### src/adc_front_consts.svh
// Offsets, field positions, reset values and timing counts of the front end
`ifndef ADC_FRONT_CONSTS_SVH
`define ADC_FRONT_CONSTS_SVH
`define ADDR_COMMAND 6'h00
`define ADDR_GPIO_PORT 6'h01
`define ADDR_REVISION 6'h02
`define ADDR_TEST 6'h03
`define ADDR_STATUS 6'h04
`define ADDR_CHECKSUM 6'h05
`define ADDR_SETUP_BASE 3'h5
`define ADDR_MODE_BASE 3'h7
`define ADDR_MODE_READ 6'h38
`define CMD_ZERO_BIT 7
`define CMD_READ_BIT 6
`define GPIO_COMMON_LEVEL 7
`define GPIO_SECOND_LEVEL 6
`define GPIO_COMMON_DIR 5
`define GPIO_SECOND_DIR 4
`define GPIO_READY_ALL 3
`define GPIO_SYNC_EN 0
`define GPIO_WRITE_MASK 8'hf9
`define GPIO_PORT_RST 8'h30
`define TEST_RST 24'h000000
`define MODE_RST 8'h00
`define SETUP_RST 8'h00
`define SETUP_PAIR_HI 6
`define SETUP_PAIR_LO 5
`define SETUP_ENABLE 3
`define RESET_ONES 6'd32
`define CLK_PERIOD_NS 100
`define SCLK_HALF_NS 400
`define SCLK_HALF_CYC (`SCLK_HALF_NS / `CLK_PERIOD_NS)
`define WIDE_BITS 6'd24
`define MID_BITS 6'd16
`define BYTE_BITS 6'd8
`endif

### src/adc_front_pkg.sv
// Types and shared helpers of the serial register front end
`include "adc_front_consts.svh"
package adc_front_pkg;
  typedef enum logic [1:0] {ST_CMD, ST_WRITE, ST_READ} dev_state_t;
  typedef enum logic [1:0] {H_IDLE, H_RUN, H_END} host_state_t;

  typedef struct packed {
    logic sclk_s1, sclk_s2, sclk_s3;
    logic din_s1, din_s2;
    logic cs_s1, cs_s2;
    logic gpio_s1, gpio_s2;
    dev_state_t state;
    logic [5:0] bit_cnt;
    logic [5:0] ones_cnt;
    logic [5:0] addr;
    logic [23:0] shift;
    logic dout;
    logic [7:0] gpio_port;
    logic [23:0] test;
    logic [7:0] mode;
    logic [2:0] mode_ch;
    logic [7:0][7:0] setup;
    logic mode_write;
    logic full_reset;
    logic ready_n;
    logic [2:0] in_pos;
    logic [2:0] in_neg;
    logic in_diff;
  } dev_regs_t;

  typedef struct packed {
    logic dout_s1, dout_s2;
    host_state_t state;
    logic [2:0] phase;
    logic [5:0] bit_cnt;
    logic [5:0] total;
    logic [31:0] tx;
    logic [23:0] rx;
    logic sclk, din, cs_n;
    logic done, refused;
    logic [23:0] rdata;
  } host_regs_t;

  // Bits moved after the command byte for a given register
  function automatic logic [5:0] reg_width(input logic [5:0] a);
    if (a == `ADDR_TEST || a == 6'h06 || a == 6'h07 ||
        a[5:4] == 2'b01)
      return `WIDE_BITS;
    else if (a == `ADDR_CHECKSUM || a[5:3] == 3'b001)
      return `MID_BITS;
    else
      return `BYTE_BITS;
  endfunction
endpackage

### src/adc_link_if.sv
// Serial link between host controller and converter front end
`timescale 1ns/1ps
interface adc_link_if;
  logic sclk;
  logic din;
  logic dout;
  logic cs_n;
  modport device (input sclk, input din, input cs_n, output dout);
  modport host (output sclk, output din, output cs_n, input dout);
endinterface

### src/adc_front_device.sv
// Converter end: command decode and general register bank on the link
//
// Overview of operation
// - Each transfer opens with a command byte
// - Command bit 6: zero writes, one reads
// - Host keeps command bit 7 zero
// - Command bits 5..0 select the register
// - Low three address bits give channel
// - Mode write applies to addressed channel
// - Back to command wait after each access
// - Thirty-two ones with select low reset all
// - Host keeps data-in low while reading
// - Channel maps to single or paired inputs
// - Port bit 7 drives common pin level
// - Port bit 6 drives or reads second pin
// - Port bit 5 chooses analog or output
// - Port bit 4 sets second pin direction
// - Port bit 3 picks any or all ready
// - Host writes zeros to port bits 2,1
// - Port bit 0 enables the sync function
// - Port resets to 30h plus input level
// - Revision reads revision and generic codes
// - Host never changes the test register
// - Command register is write-only at zero
// - Host reads mode only at 38h
//
// Decided for this implementation: the strobed register port.
`timescale 1ns/1ps
`include "adc_front_consts.svh"
module adc_front_device
  import adc_front_pkg::*;
#(
  // Arbitrary values, not any real part's codes
  parameter logic [3:0] REVISION_CODE = 4'h2,
  parameter logic [3:0] GENERIC_CODE = 4'h6
) (
  // Clock and reset
  input wire logic clk_sys_i,
  input wire logic rst_i,
  // Serial link
  adc_link_if.device link,
  // Converter state
  input wire logic [7:0] data_unread_i,
  // General pins
  input wire logic second_gpio_i,
  output logic second_gpio_o,
  output logic second_gpio_oe_o,
  output logic common_pin_o,
  output logic common_pin_oe_o,
  output logic sync_enable_o,
  output logic ready_n_o,
  // Converter control
  output logic [7:0] analog_mode_o,
  output logic [2:0] mode_channel_o,
  output logic mode_write_o,
  output logic [2:0] input_pos_o,
  output logic [2:0] input_neg_o,
  output logic input_diff_o,
  output logic full_reset_o,
  output logic [23:0] test_config_o
);
  import adc_front_pkg::*;

  dev_regs_t r_reg;
  dev_regs_t r_next;

  // Bits that the soft reset returns to their defaults
  function automatic dev_regs_t clear_regs(input dev_regs_t v);
    dev_regs_t o;
    o = v;
    o.state = ST_CMD;
    o.bit_cnt = 6'd0;
    o.ones_cnt = 6'd0;
    o.addr = 6'h00;
    o.shift = 24'h000000;
    o.dout = 1'b0;
    o.gpio_port = `GPIO_PORT_RST;
    o.test = `TEST_RST;
    o.mode = `MODE_RST;
    o.mode_ch = 3'd0;
    o.setup = {8{`SETUP_RST}};
    o.mode_write = 1'b0;
    o.full_reset = 1'b0;
    return o;
  endfunction

  logic rise;
  logic [23:0] din_word;
  logic [5:0] width;
  logic [7:0] gpio_view;
  logic [23:0] rd_val;
  logic [7:0] enabled;
  logic [7:0] cur_setup;

  always_comb begin
    r_next = r_reg;
    rise = r_reg.sclk_s2 & ~r_reg.sclk_s3;
    din_word = {r_reg.shift[22:0], r_reg.din_s2};
    width = reg_width(r_reg.addr);
    rd_val = 24'h000000;
    enabled = 8'h00;
    // Live level of the second pin replaces the stored bit as input
    gpio_view = r_reg.gpio_port;
    if (r_reg.gpio_port[`GPIO_SECOND_DIR]) begin
      gpio_view[`GPIO_SECOND_LEVEL] = r_reg.gpio_s2;
    end

    r_next.sclk_s1 = link.sclk;
    r_next.sclk_s2 = r_reg.sclk_s1;
    r_next.sclk_s3 = r_reg.sclk_s2;
    r_next.din_s1 = link.din;
    r_next.din_s2 = r_reg.din_s1;
    r_next.cs_s1 = link.cs_n;
    r_next.cs_s2 = r_reg.cs_s1;
    r_next.gpio_s1 = second_gpio_i;
    r_next.gpio_s2 = r_reg.gpio_s1;
    r_next.mode_write = 1'b0;
    r_next.full_reset = 1'b0;

    if (r_reg.cs_s2) begin
      // Deselect abandons any partial access
      r_next.state = ST_CMD;
      r_next.bit_cnt = 6'd0;
      r_next.ones_cnt = 6'd0;
    end else if (rise) begin
      r_next.bit_cnt = r_reg.bit_cnt + 6'd1;
      unique case (r_reg.state)
        ST_CMD: begin
          r_next.shift = din_word;
          if (r_reg.bit_cnt == 6'd7) begin
            // Bit 7 is not checked; a stray one is taken as zero
            r_next.addr = din_word[5:0];
            r_next.bit_cnt = 6'd0;
            if (din_word[`CMD_READ_BIT]) begin
              unique case (din_word[5:0])
                `ADDR_GPIO_PORT: rd_val = {16'h0000, gpio_view};
                `ADDR_REVISION:
                  rd_val = {16'h0000, REVISION_CODE, GENERIC_CODE};
                `ADDR_TEST: rd_val = r_reg.test;
                `ADDR_STATUS: rd_val = {16'h0000, data_unread_i};
                `ADDR_MODE_READ: rd_val = {16'h0000, r_reg.mode};
                default: begin
                  if (din_word[5:3] == `ADDR_SETUP_BASE) begin
                    rd_val = {16'h0000, r_reg.setup[din_word[2:0]]};
                  end
                end
              endcase
              // Command register reads as nothing: zero data
              r_next.shift = rd_val << (6'd24 - reg_width(din_word[5:0]));
              r_next.state = ST_READ;
            end else begin
              r_next.state = ST_WRITE;
            end
          end
        end
        ST_WRITE: begin
          r_next.shift = din_word;
          if (r_reg.bit_cnt == width - 6'd1) begin
            r_next.state = ST_CMD;
            r_next.bit_cnt = 6'd0;
            if (r_reg.addr == `ADDR_GPIO_PORT) begin
              r_next.gpio_port = din_word[7:0] & `GPIO_WRITE_MASK;
            end else if (r_reg.addr == `ADDR_TEST) begin
              r_next.test = din_word;
            end else if (r_reg.addr[5:3] == `ADDR_SETUP_BASE) begin
              r_next.setup[r_reg.addr[2:0]] = din_word[7:0];
            end else if (r_reg.addr[5:3] == `ADDR_MODE_BASE) begin
              r_next.mode = din_word[7:0];
              r_next.mode_ch = r_reg.addr[2:0];
              r_next.mode_write = 1'b1;
            end
          end
        end
        ST_READ: begin
          // Next bit goes out after the host has taken this one
          r_next.shift = {r_reg.shift[22:0], 1'b0};
          if (r_reg.bit_cnt == width - 6'd1) begin
            r_next.state = ST_CMD;
            r_next.bit_cnt = 6'd0;
          end
        end
      endcase
      if (r_reg.din_s2) begin
        if (r_reg.ones_cnt == `RESET_ONES - 6'd1) begin
          r_next = clear_regs(r_next);
          r_next.full_reset = 1'b1;
          // Further ones keep the counter saturated, no repeat reset
          r_next.ones_cnt = `RESET_ONES;
        end else if (r_reg.ones_cnt != `RESET_ONES) begin
          r_next.ones_cnt = r_reg.ones_cnt + 6'd1;
        end
      end else begin
        r_next.ones_cnt = 6'd0;
      end
    end
    r_next.dout = r_next.shift[23] & (r_next.state == ST_READ);

    for (int i = 0; i < 8; i++) begin
      enabled[i] = r_next.setup[i][`SETUP_ENABLE];
    end
    if (r_next.gpio_port[`GPIO_READY_ALL]) begin
      r_next.ready_n = ~((|enabled) &
                         (&(data_unread_i | ~enabled)));
    end else begin
      r_next.ready_n = ~(|data_unread_i);
    end

    // Pairing field zero is taken as single-ended against common
    cur_setup = r_next.setup[r_next.mode_ch];
    r_next.in_diff = cur_setup[`SETUP_PAIR_HI] |
                     cur_setup[`SETUP_PAIR_LO];
    if (r_next.in_diff) begin
      r_next.in_pos = {r_next.mode_ch[1:0], 1'b0};
      r_next.in_neg = {r_next.mode_ch[1:0], 1'b1};
    end else begin
      r_next.in_pos = r_next.mode_ch;
      r_next.in_neg = r_next.mode_ch;
    end
  end

  always_ff @(posedge clk_sys_i or posedge rst_i) begin
    if (rst_i) begin
      r_reg <= '0;
      r_reg.sclk_s1 <= 1'b1;
      r_reg.sclk_s2 <= 1'b1;
      r_reg.sclk_s3 <= 1'b1;
      r_reg.cs_s1 <= 1'b1;
      r_reg.cs_s2 <= 1'b1;
      r_reg.gpio_port <= `GPIO_PORT_RST;
      r_reg.test <= `TEST_RST;
      r_reg.mode <= `MODE_RST;
      r_reg.setup <= {8{`SETUP_RST}};
      r_reg.state <= ST_CMD;
      r_reg.ready_n <= 1'b1;
    end else begin
      r_reg <= r_next;
    end
  end

  assign link.dout = r_reg.dout;
  assign common_pin_o = r_reg.gpio_port[`GPIO_COMMON_LEVEL];
  assign common_pin_oe_o = ~r_reg.gpio_port[`GPIO_COMMON_DIR];
  assign second_gpio_o = r_reg.gpio_port[`GPIO_SECOND_LEVEL];
  assign second_gpio_oe_o = ~r_reg.gpio_port[`GPIO_SECOND_DIR];
  assign sync_enable_o = r_reg.gpio_port[`GPIO_SYNC_EN];
  assign ready_n_o = r_reg.ready_n;
  assign analog_mode_o = r_reg.mode;
  assign mode_channel_o = r_reg.mode_ch;
  assign mode_write_o = r_reg.mode_write;
  assign input_pos_o = r_reg.in_pos;
  assign input_neg_o = r_reg.in_neg;
  assign input_diff_o = r_reg.in_diff;
  assign full_reset_o = r_reg.full_reset;
  assign test_config_o = r_reg.test;
endmodule

### src/flat_wrapper.sv
// flat-port wrapper written by rule: the top's interface ports become plain ports
module adc_front_device_flat import adc_front_pkg::*;
#(
                                                
  parameter logic [3:0] REVISION_CODE = 4'h2,
  parameter logic [3:0] GENERIC_CODE = 4'h6
)
  (clk_sys_i, rst_i, data_unread_i, second_gpio_i, second_gpio_o, second_gpio_oe_o, common_pin_o, common_pin_oe_o, sync_enable_o, ready_n_o, analog_mode_o, mode_channel_o, mode_write_o, input_pos_o, input_neg_o, input_diff_o, full_reset_o, test_config_o, link_sclk, link_din, link_cs_n, link_dout);
  adc_link_if link_i ();
  input wire logic clk_sys_i;
  input wire logic rst_i;
  input wire logic [7:0] data_unread_i;
  input wire logic second_gpio_i;
  output logic second_gpio_o;
  output logic second_gpio_oe_o;
  output logic common_pin_o;
  output logic common_pin_oe_o;
  output logic sync_enable_o;
  output logic ready_n_o;
  output logic [7:0] analog_mode_o;
  output logic [2:0] mode_channel_o;
  output logic mode_write_o;
  output logic [2:0] input_pos_o;
  output logic [2:0] input_neg_o;
  output logic input_diff_o;
  output logic full_reset_o;
  output logic [23:0] test_config_o;
  input wire logic [$bits(link_i.sclk)-1:0] link_sclk;
  input wire logic [$bits(link_i.din)-1:0] link_din;
  input wire logic [$bits(link_i.cs_n)-1:0] link_cs_n;
  output wire logic [$bits(link_i.dout)-1:0] link_dout;
  assign link_i.sclk = link_sclk;
  assign link_i.din = link_din;
  assign link_i.cs_n = link_cs_n;
  assign link_dout = link_i.dout;
  adc_front_device #(.REVISION_CODE(REVISION_CODE), .GENERIC_CODE(GENERIC_CODE)) u_core (.clk_sys_i(clk_sys_i), .rst_i(rst_i), .link(link_i), .data_unread_i(data_unread_i), .second_gpio_i(second_gpio_i), .second_gpio_o(second_gpio_o), .second_gpio_oe_o(second_gpio_oe_o), .common_pin_o(common_pin_o), .common_pin_oe_o(common_pin_oe_o), .sync_enable_o(sync_enable_o), .ready_n_o(ready_n_o), .analog_mode_o(analog_mode_o), .mode_channel_o(mode_channel_o), .mode_write_o(mode_write_o), .input_pos_o(input_pos_o), .input_neg_o(input_neg_o), .input_diff_o(input_diff_o), .full_reset_o(full_reset_o), .test_config_o(test_config_o));
endmodule
### config.mk
export PLATFORM = sky130hd
export DESIGN_NAME = adc_front_device_flat
export DESIGN_NICKNAME = d
export VERILOG_FILES = /design/src/adc_front_pkg.sv /design/src/adc_link_if.sv /design/src/adc_front_device.sv /design/src/flat_wrapper.sv
export VERILOG_INCLUDE_DIRS = /design/src
export SDC_FILE = /design/constraint.sdc
export NUM_CORES = 1
export LEC_CHECK = 0
export BUFFER_PORTS_ARGS = -buffer_cell sky130_fd_sc_hd__buf_2
export CAP_MARGIN = 0
export CORE_MARGIN = 10
export CORE_UTILIZATION = 35
export CTS_CLUSTER_DIAMETER = 50
export DETAILED_ROUTE_END_ITERATION = 8
export SYNTH_ARGS = -nofsm -noshare
export SYNTH_HDL_FRONTEND = slang
export SYNTH_SLANG_ARGS = --single-unit
### constraint.sdc
create_clock -name clk_sys_i -period 5.01 [get_ports clk_sys_i]
set_input_delay 0.7515 -clock clk_sys_i [delete_from_list [all_inputs] [get_ports clk_sys_i]]
set_output_delay 0.7515 -clock clk_sys_i [all_outputs]
set_load 0.05 [all_outputs]
### Word level (Yosys, flattened, before mapping)

Index checks and enable logic that the tools add are counted.

* $add $sub $neg: 4
* $lt $le $gt $ge: 4
* equality and inequality tests: 28
* shift-type cells: 1
* muxes and demuxes: 55
* bitwise logic cells: 12
* reduce and logical (&&, ||, !) cells: 17

Operator list (count)
* 148-bit two-way mux: 2
* 108-bit two-way mux: 2
* 24-bit two-way mux: 7
* 162-bit two-way mux: 1
* 142-bit two-way mux: 1
* 24-bit case mux with 5 select lines: 1
* 100-bit two-way mux: 1
* 76-bit two-way mux: 1
* 24-bit case mux with 3 select lines: 1
* 6-bit two-way mux: 11
* 64-bit bitwise mux: 1
* 64-bit two-way mux: 1
* 8-bit two-way mux: 8
* 8-bit binary-select mux with 3-bit select: 2
* 6-bit by 3-bit equality test with 1-bit output, second input constant: 8
* 30-bit two-way mux: 1
* 8-bit demux with 3-bit select: 1
* 24-bit by 6-bit left shift with 24-bit output: 1
* 11-bit two-way mux: 2
* 6-bit by 2-bit equality test with 1-bit output, second input constant: 3
* 8-bit case mux with 2 select lines: 1
* 8-bit OR reduction: 2
* 5-bit two-way mux: 3
* 14-bit two-way mux: 1
* other kinds (30): 58

* register bits: 171
* input bits: 14
* output and inout port bits: 51

### Longest topological paths before layout

* word-level depth: 25
* mapped depth: 12
* gate-level depth less buffers: 12

### Worst setup path after synthesis

No wires, ideal clock.

* kind: register to register
* from: register u_core.r_reg[169] (netlist name)
* to: register u_core.r_reg (netlist bit u_core.input_neg_o[0])
* setup time: 118 ps
* arrival: 2461 ps
* data required time: 4892 ps
* setup slack: 2431 ps
* cell stages (with the launch flop): 11
* path buffers: 1
* path through: dfstp_2 > or3b_1 > buf_2 > or3_4 > nand2_1 > a2bb2oi_2 > inv_1 > o31ai_1 > mux2_4 > nand2_1 > a21o_1

RTL lines
* start: declaration: RTL line adc_front_device.sv:64 `dev_regs_t r_reg;`
* start signal: assignment: RTL line adc_front_device.sv:236 `r_reg <= r_next;`

==> results.md <==
* Finish-stage setup viols at 0
* Chip Height at 177.4 µm
* Crit-path cells: or3b_1, or3_4, inv_1, a41oi_2, o21a_1, o31ai_1, mux2_4, nand2_1, a21o_1
* CTS hold repair buffers at 0
* Worst path depth at 9
* Die width at 177.4 µm
* Root Buffer: clkbuf_16
* Port Buffer Count at 64
* CP max stage delay at 0.78 ns
* Clock latency on the worst-skew pair at 0.44 ns
* WL final at 26040 µm
* Yosys top cell by area: dfrtp_1
* Drt pass-1 iters at 7
* Reg2reg setup slack at 1.66 ns
* Pwr/cell area at 329.2 nW/µm²
* Initial DRC Count at 716
* Status: finished, final reports clean
* Syn_area_per_cell at 10.43 µm²
* Netlist cell types at 84
* Drc violations at 0
* Worst path arrival time at 3.67 ns
* Worst R2R Path Depth at 9
* Number of nets with antenna violations after routing at 0
* Ports at 65
* PostCTS Resize Cnt at 0
* Hold path depth at 0
* Initial antenna violation count at 0
* Top cells by area, synth: dfrtp_1 46%, a22o_1 7.3%, o21ai_0 4.6%, nand2_1 4.5%, mux4_2 4.2%
* HPWL Detailed at 17860 µm
* Clock skew at 0.01489 ns
* Share of cells above drive strength 1 at 20.09%
* Total power at 3.178 mW
* Max-Cap Viols at 0
* WS Path Type: reg -> reg
* Overflow after GRT at 0
* Total track usage at 16.61%
* Synth warn at 0
* Vias at 6887
* Hold WC Path Type: reg -> reg
* Sequential fraction of the synthesis area at 48.90%
* First-pass GRT wire length at 40970 µm
* Hold Violations, Final at 0
* Clock H-tree levels at 4
* Reg2reg end: u_core.input_neg_o[0]$_DFF_PP0_
* Max VDD drop at 0.1600 mV
* Final instance area at 9653 µm²
* Unrepaired setup endpoints after global routing: no
* Clock Pin Slew Worst Setup and Hold Paths at 0.07 ns
* Setup crit start: u_core.r_reg[169]$_DFF_PP1_
* Vias in the first global route at 6850
* Die area at 31460 µm²
* Post-synth EDFFs at 0
* Wirelength per Cell at 22.06 µm
* Syn Nets at 851
* RePlAce Congestion at 0.9040
* F_max at 298.7 MHz
* Pins Over Slew Limit at 0
* Clock Tree Buf Depth at 2
* Worst-margin pin slew at 1.067 ns
* Pre-CTS WS at 1.696 ns
* Endpoint class of the critical path: register
* Util after Layout at 39.69%
* Slowest-stage cell, CP: or3b_1
* Mapped Cells at 831
* Slew Limit Headroom at 28.22%
* Async S/R FF share, synth at 100.0%
* Final net count at 863
* Row count at 57
* Core Area at 24320 µm²
* Crit path max-delay family: simple AND/OR/NAND/NOR gates
* CP bufs+invs at 1
* Largest net degree at the start of global routing at 131
* Starting Density at 35.64%
* CP endpoint: u_core.input_neg_o[0]$_DFF_PP0_
* Tmin final at 3.348 ns
* Register bit total from synthesis at 169
* Clock sink count at 169
* Postcts setup bufs at 0
* Leakage at 4.192 nW
* RR Startpoint: u_core.r_reg[169]$_DFF_PP1_
* Top cell type's share of synthesized area at 46.48%
* Tcrit/Tclk final at 66.83%
* Required time worst endpoint at 5.33 ns
* Diodes inserted at 0
* Setup tns final at 0 ns
* Mapped cell area at 8668 µm²
* Primary FF master, synth: dfrtp_1
* Clock buffer count from CTS at 17
* CP Launch Type: register
* Cell Area, Placed at 9019 µm²
* Crit-path max FO at 25
* CTS tree: built
* PnR worst setup slack at 1.662 ns
* Vias/cell at 5.836
* Layout area overhead at 11.36%
-- power breakdown --
part,switching (mW),total [mW],internal (mW)
clock network,0.620,1.43,0.809
registers,0.0674,1.48,1.41
logic,0.186,0.272,0.0860
total,0.874,3.18,2.30
-- worst min path at each step --
stage	from	endpoint	slack, ns
detailed placement	u_core.r_reg[163]$_DFF_PP0_	u_core.r_reg[162]$_DFF_PP0_	0.35
finish	u_core.r_reg[170]$_DFF_PP1_	u_core.r_reg[169]$_DFF_PP1_	0.36
floorplan	u_core.r_reg[167]$_DFF_PP0_	u_core.din_word[0]$_DFF_PP0_	0.33
CTS	u_core.r_reg[170]$_DFF_PP1_	u_core.r_reg[169]$_DFF_PP1_	0.36
global placement	u_core.r_reg[163]$_DFF_PP0_	u_core.r_reg[162]$_DFF_PP0_	0.34
global route	u_core.r_reg[170]$_DFF_PP1_	u_core.r_reg[169]$_DFF_PP1_	0.36
-- worst reg2reg max path, stage by stage (launching register included) --
cell	delay, ns
dfstp_2	0.55
or3b_1	0.78
or3_4	0.59
inv_1	0.18
a41oi_2	0.14
o21a_1	0.22
o31ai_1	0.32
mux2_4	0.23
nand2_1	0.07
a21o_1	0.16
-- per-stage QoR --
stage / std cells / hold slack, ns
after floorplan: 831 / 0.3312
final: 1180 / 0.3580
after detailed placement: 1148 / 0.3450
after global routing: 1180 / 0.3644
after global placement: 1148 / 0.3387
after CTS: 1180 / 0.3595
-- cells in the final DEF (no fill, tap or decap), drive strengths merged, types with 4 or more instances in the layout --
cell,netlist,routed
nand2,106,106
and2,6,6
a222oi,8,8
nor2,38,38
or2,8,8
and3,5,5
clkbuf,26,17
o31ai,7,7
dfrtp,161,161
ha,6,6
a21o,4,4
buf,59,78
mux4,16,16
inv,21,28
nand2b,8,8
dfstp,8,8
a21oi,26,26
a41oi,5,5
o21ai,88,88
nor3,14,14
a22o,72,72
o211ai,5,5
a31oi,4,4
nand3,12,12
o22ai,6,6
o2bb2ai,5,5
nor4,16,16
mux2i,12,12
nor2b,8,8
or3,8,8
a22oi,17,17
-- cells in the mapped netlist, types with 3 or more instances --
cell,number
inv_1,21
or3_1,7
nor3_1,11
a222oi_1,8
o221ai_1,3
buf_1,5
buf_2,11
and2_1,5
o31ai_1,7
a41oi_1,3
nor4_2,4
nor2_1,37
o21ai_1,7
a21o_1,3
ha_1,6
nor2b_1,8
and3_1,5
a22oi_1,17
nand3_1,11
o21ai_0,80
nand2_1,105
o22ai_1,6
nand4_1,3
a22o_1,72
nand3b_1,3
mux4_2,16
o2bb2ai_1,5
nor4_1,12
buf_4,41
clkbuf_1,25
or2_2,6
o211ai_1,5
a21oi_1,26
nand2b_1,8
dfrtp_1,161
dfstp_2,8
mux2i_1,12
-- area by class of cell --
cell class	count	area (µm²)
multi-input cells	556	3854
repair buffers	78	437.9
clock inverters	15	209.0
fillers	2375	14670
flip-flops and latches	169	4239
inverters	21	82.58
well taps	324	405.4
clock buffers	17	425.4
-- cell families after synthesis --
group	count (synthesis)	share of synthesized area (%)
fa+ha+maj	6	0.8660
buf+inv	106	6.712
mux	31	5.976
xor+xnor	3	0.3032
flops	169	48.90
compound gates	270	22.60
simple gates	246	14.64
-- routing by layer --
layer | up-vias | share of wire (%) | GRT usage (%)
met4 | 0 | 1.9 | 5.488
met2 | 263 | 46 | 25.39
met1 | 3509 | 45 | 22.97
met5 | - | 0 | 0
li1 | 3074 | - | -
met3 | 41 | 6.9 | 3.464
No activity file was read; power rests on OpenSTA's default activity.
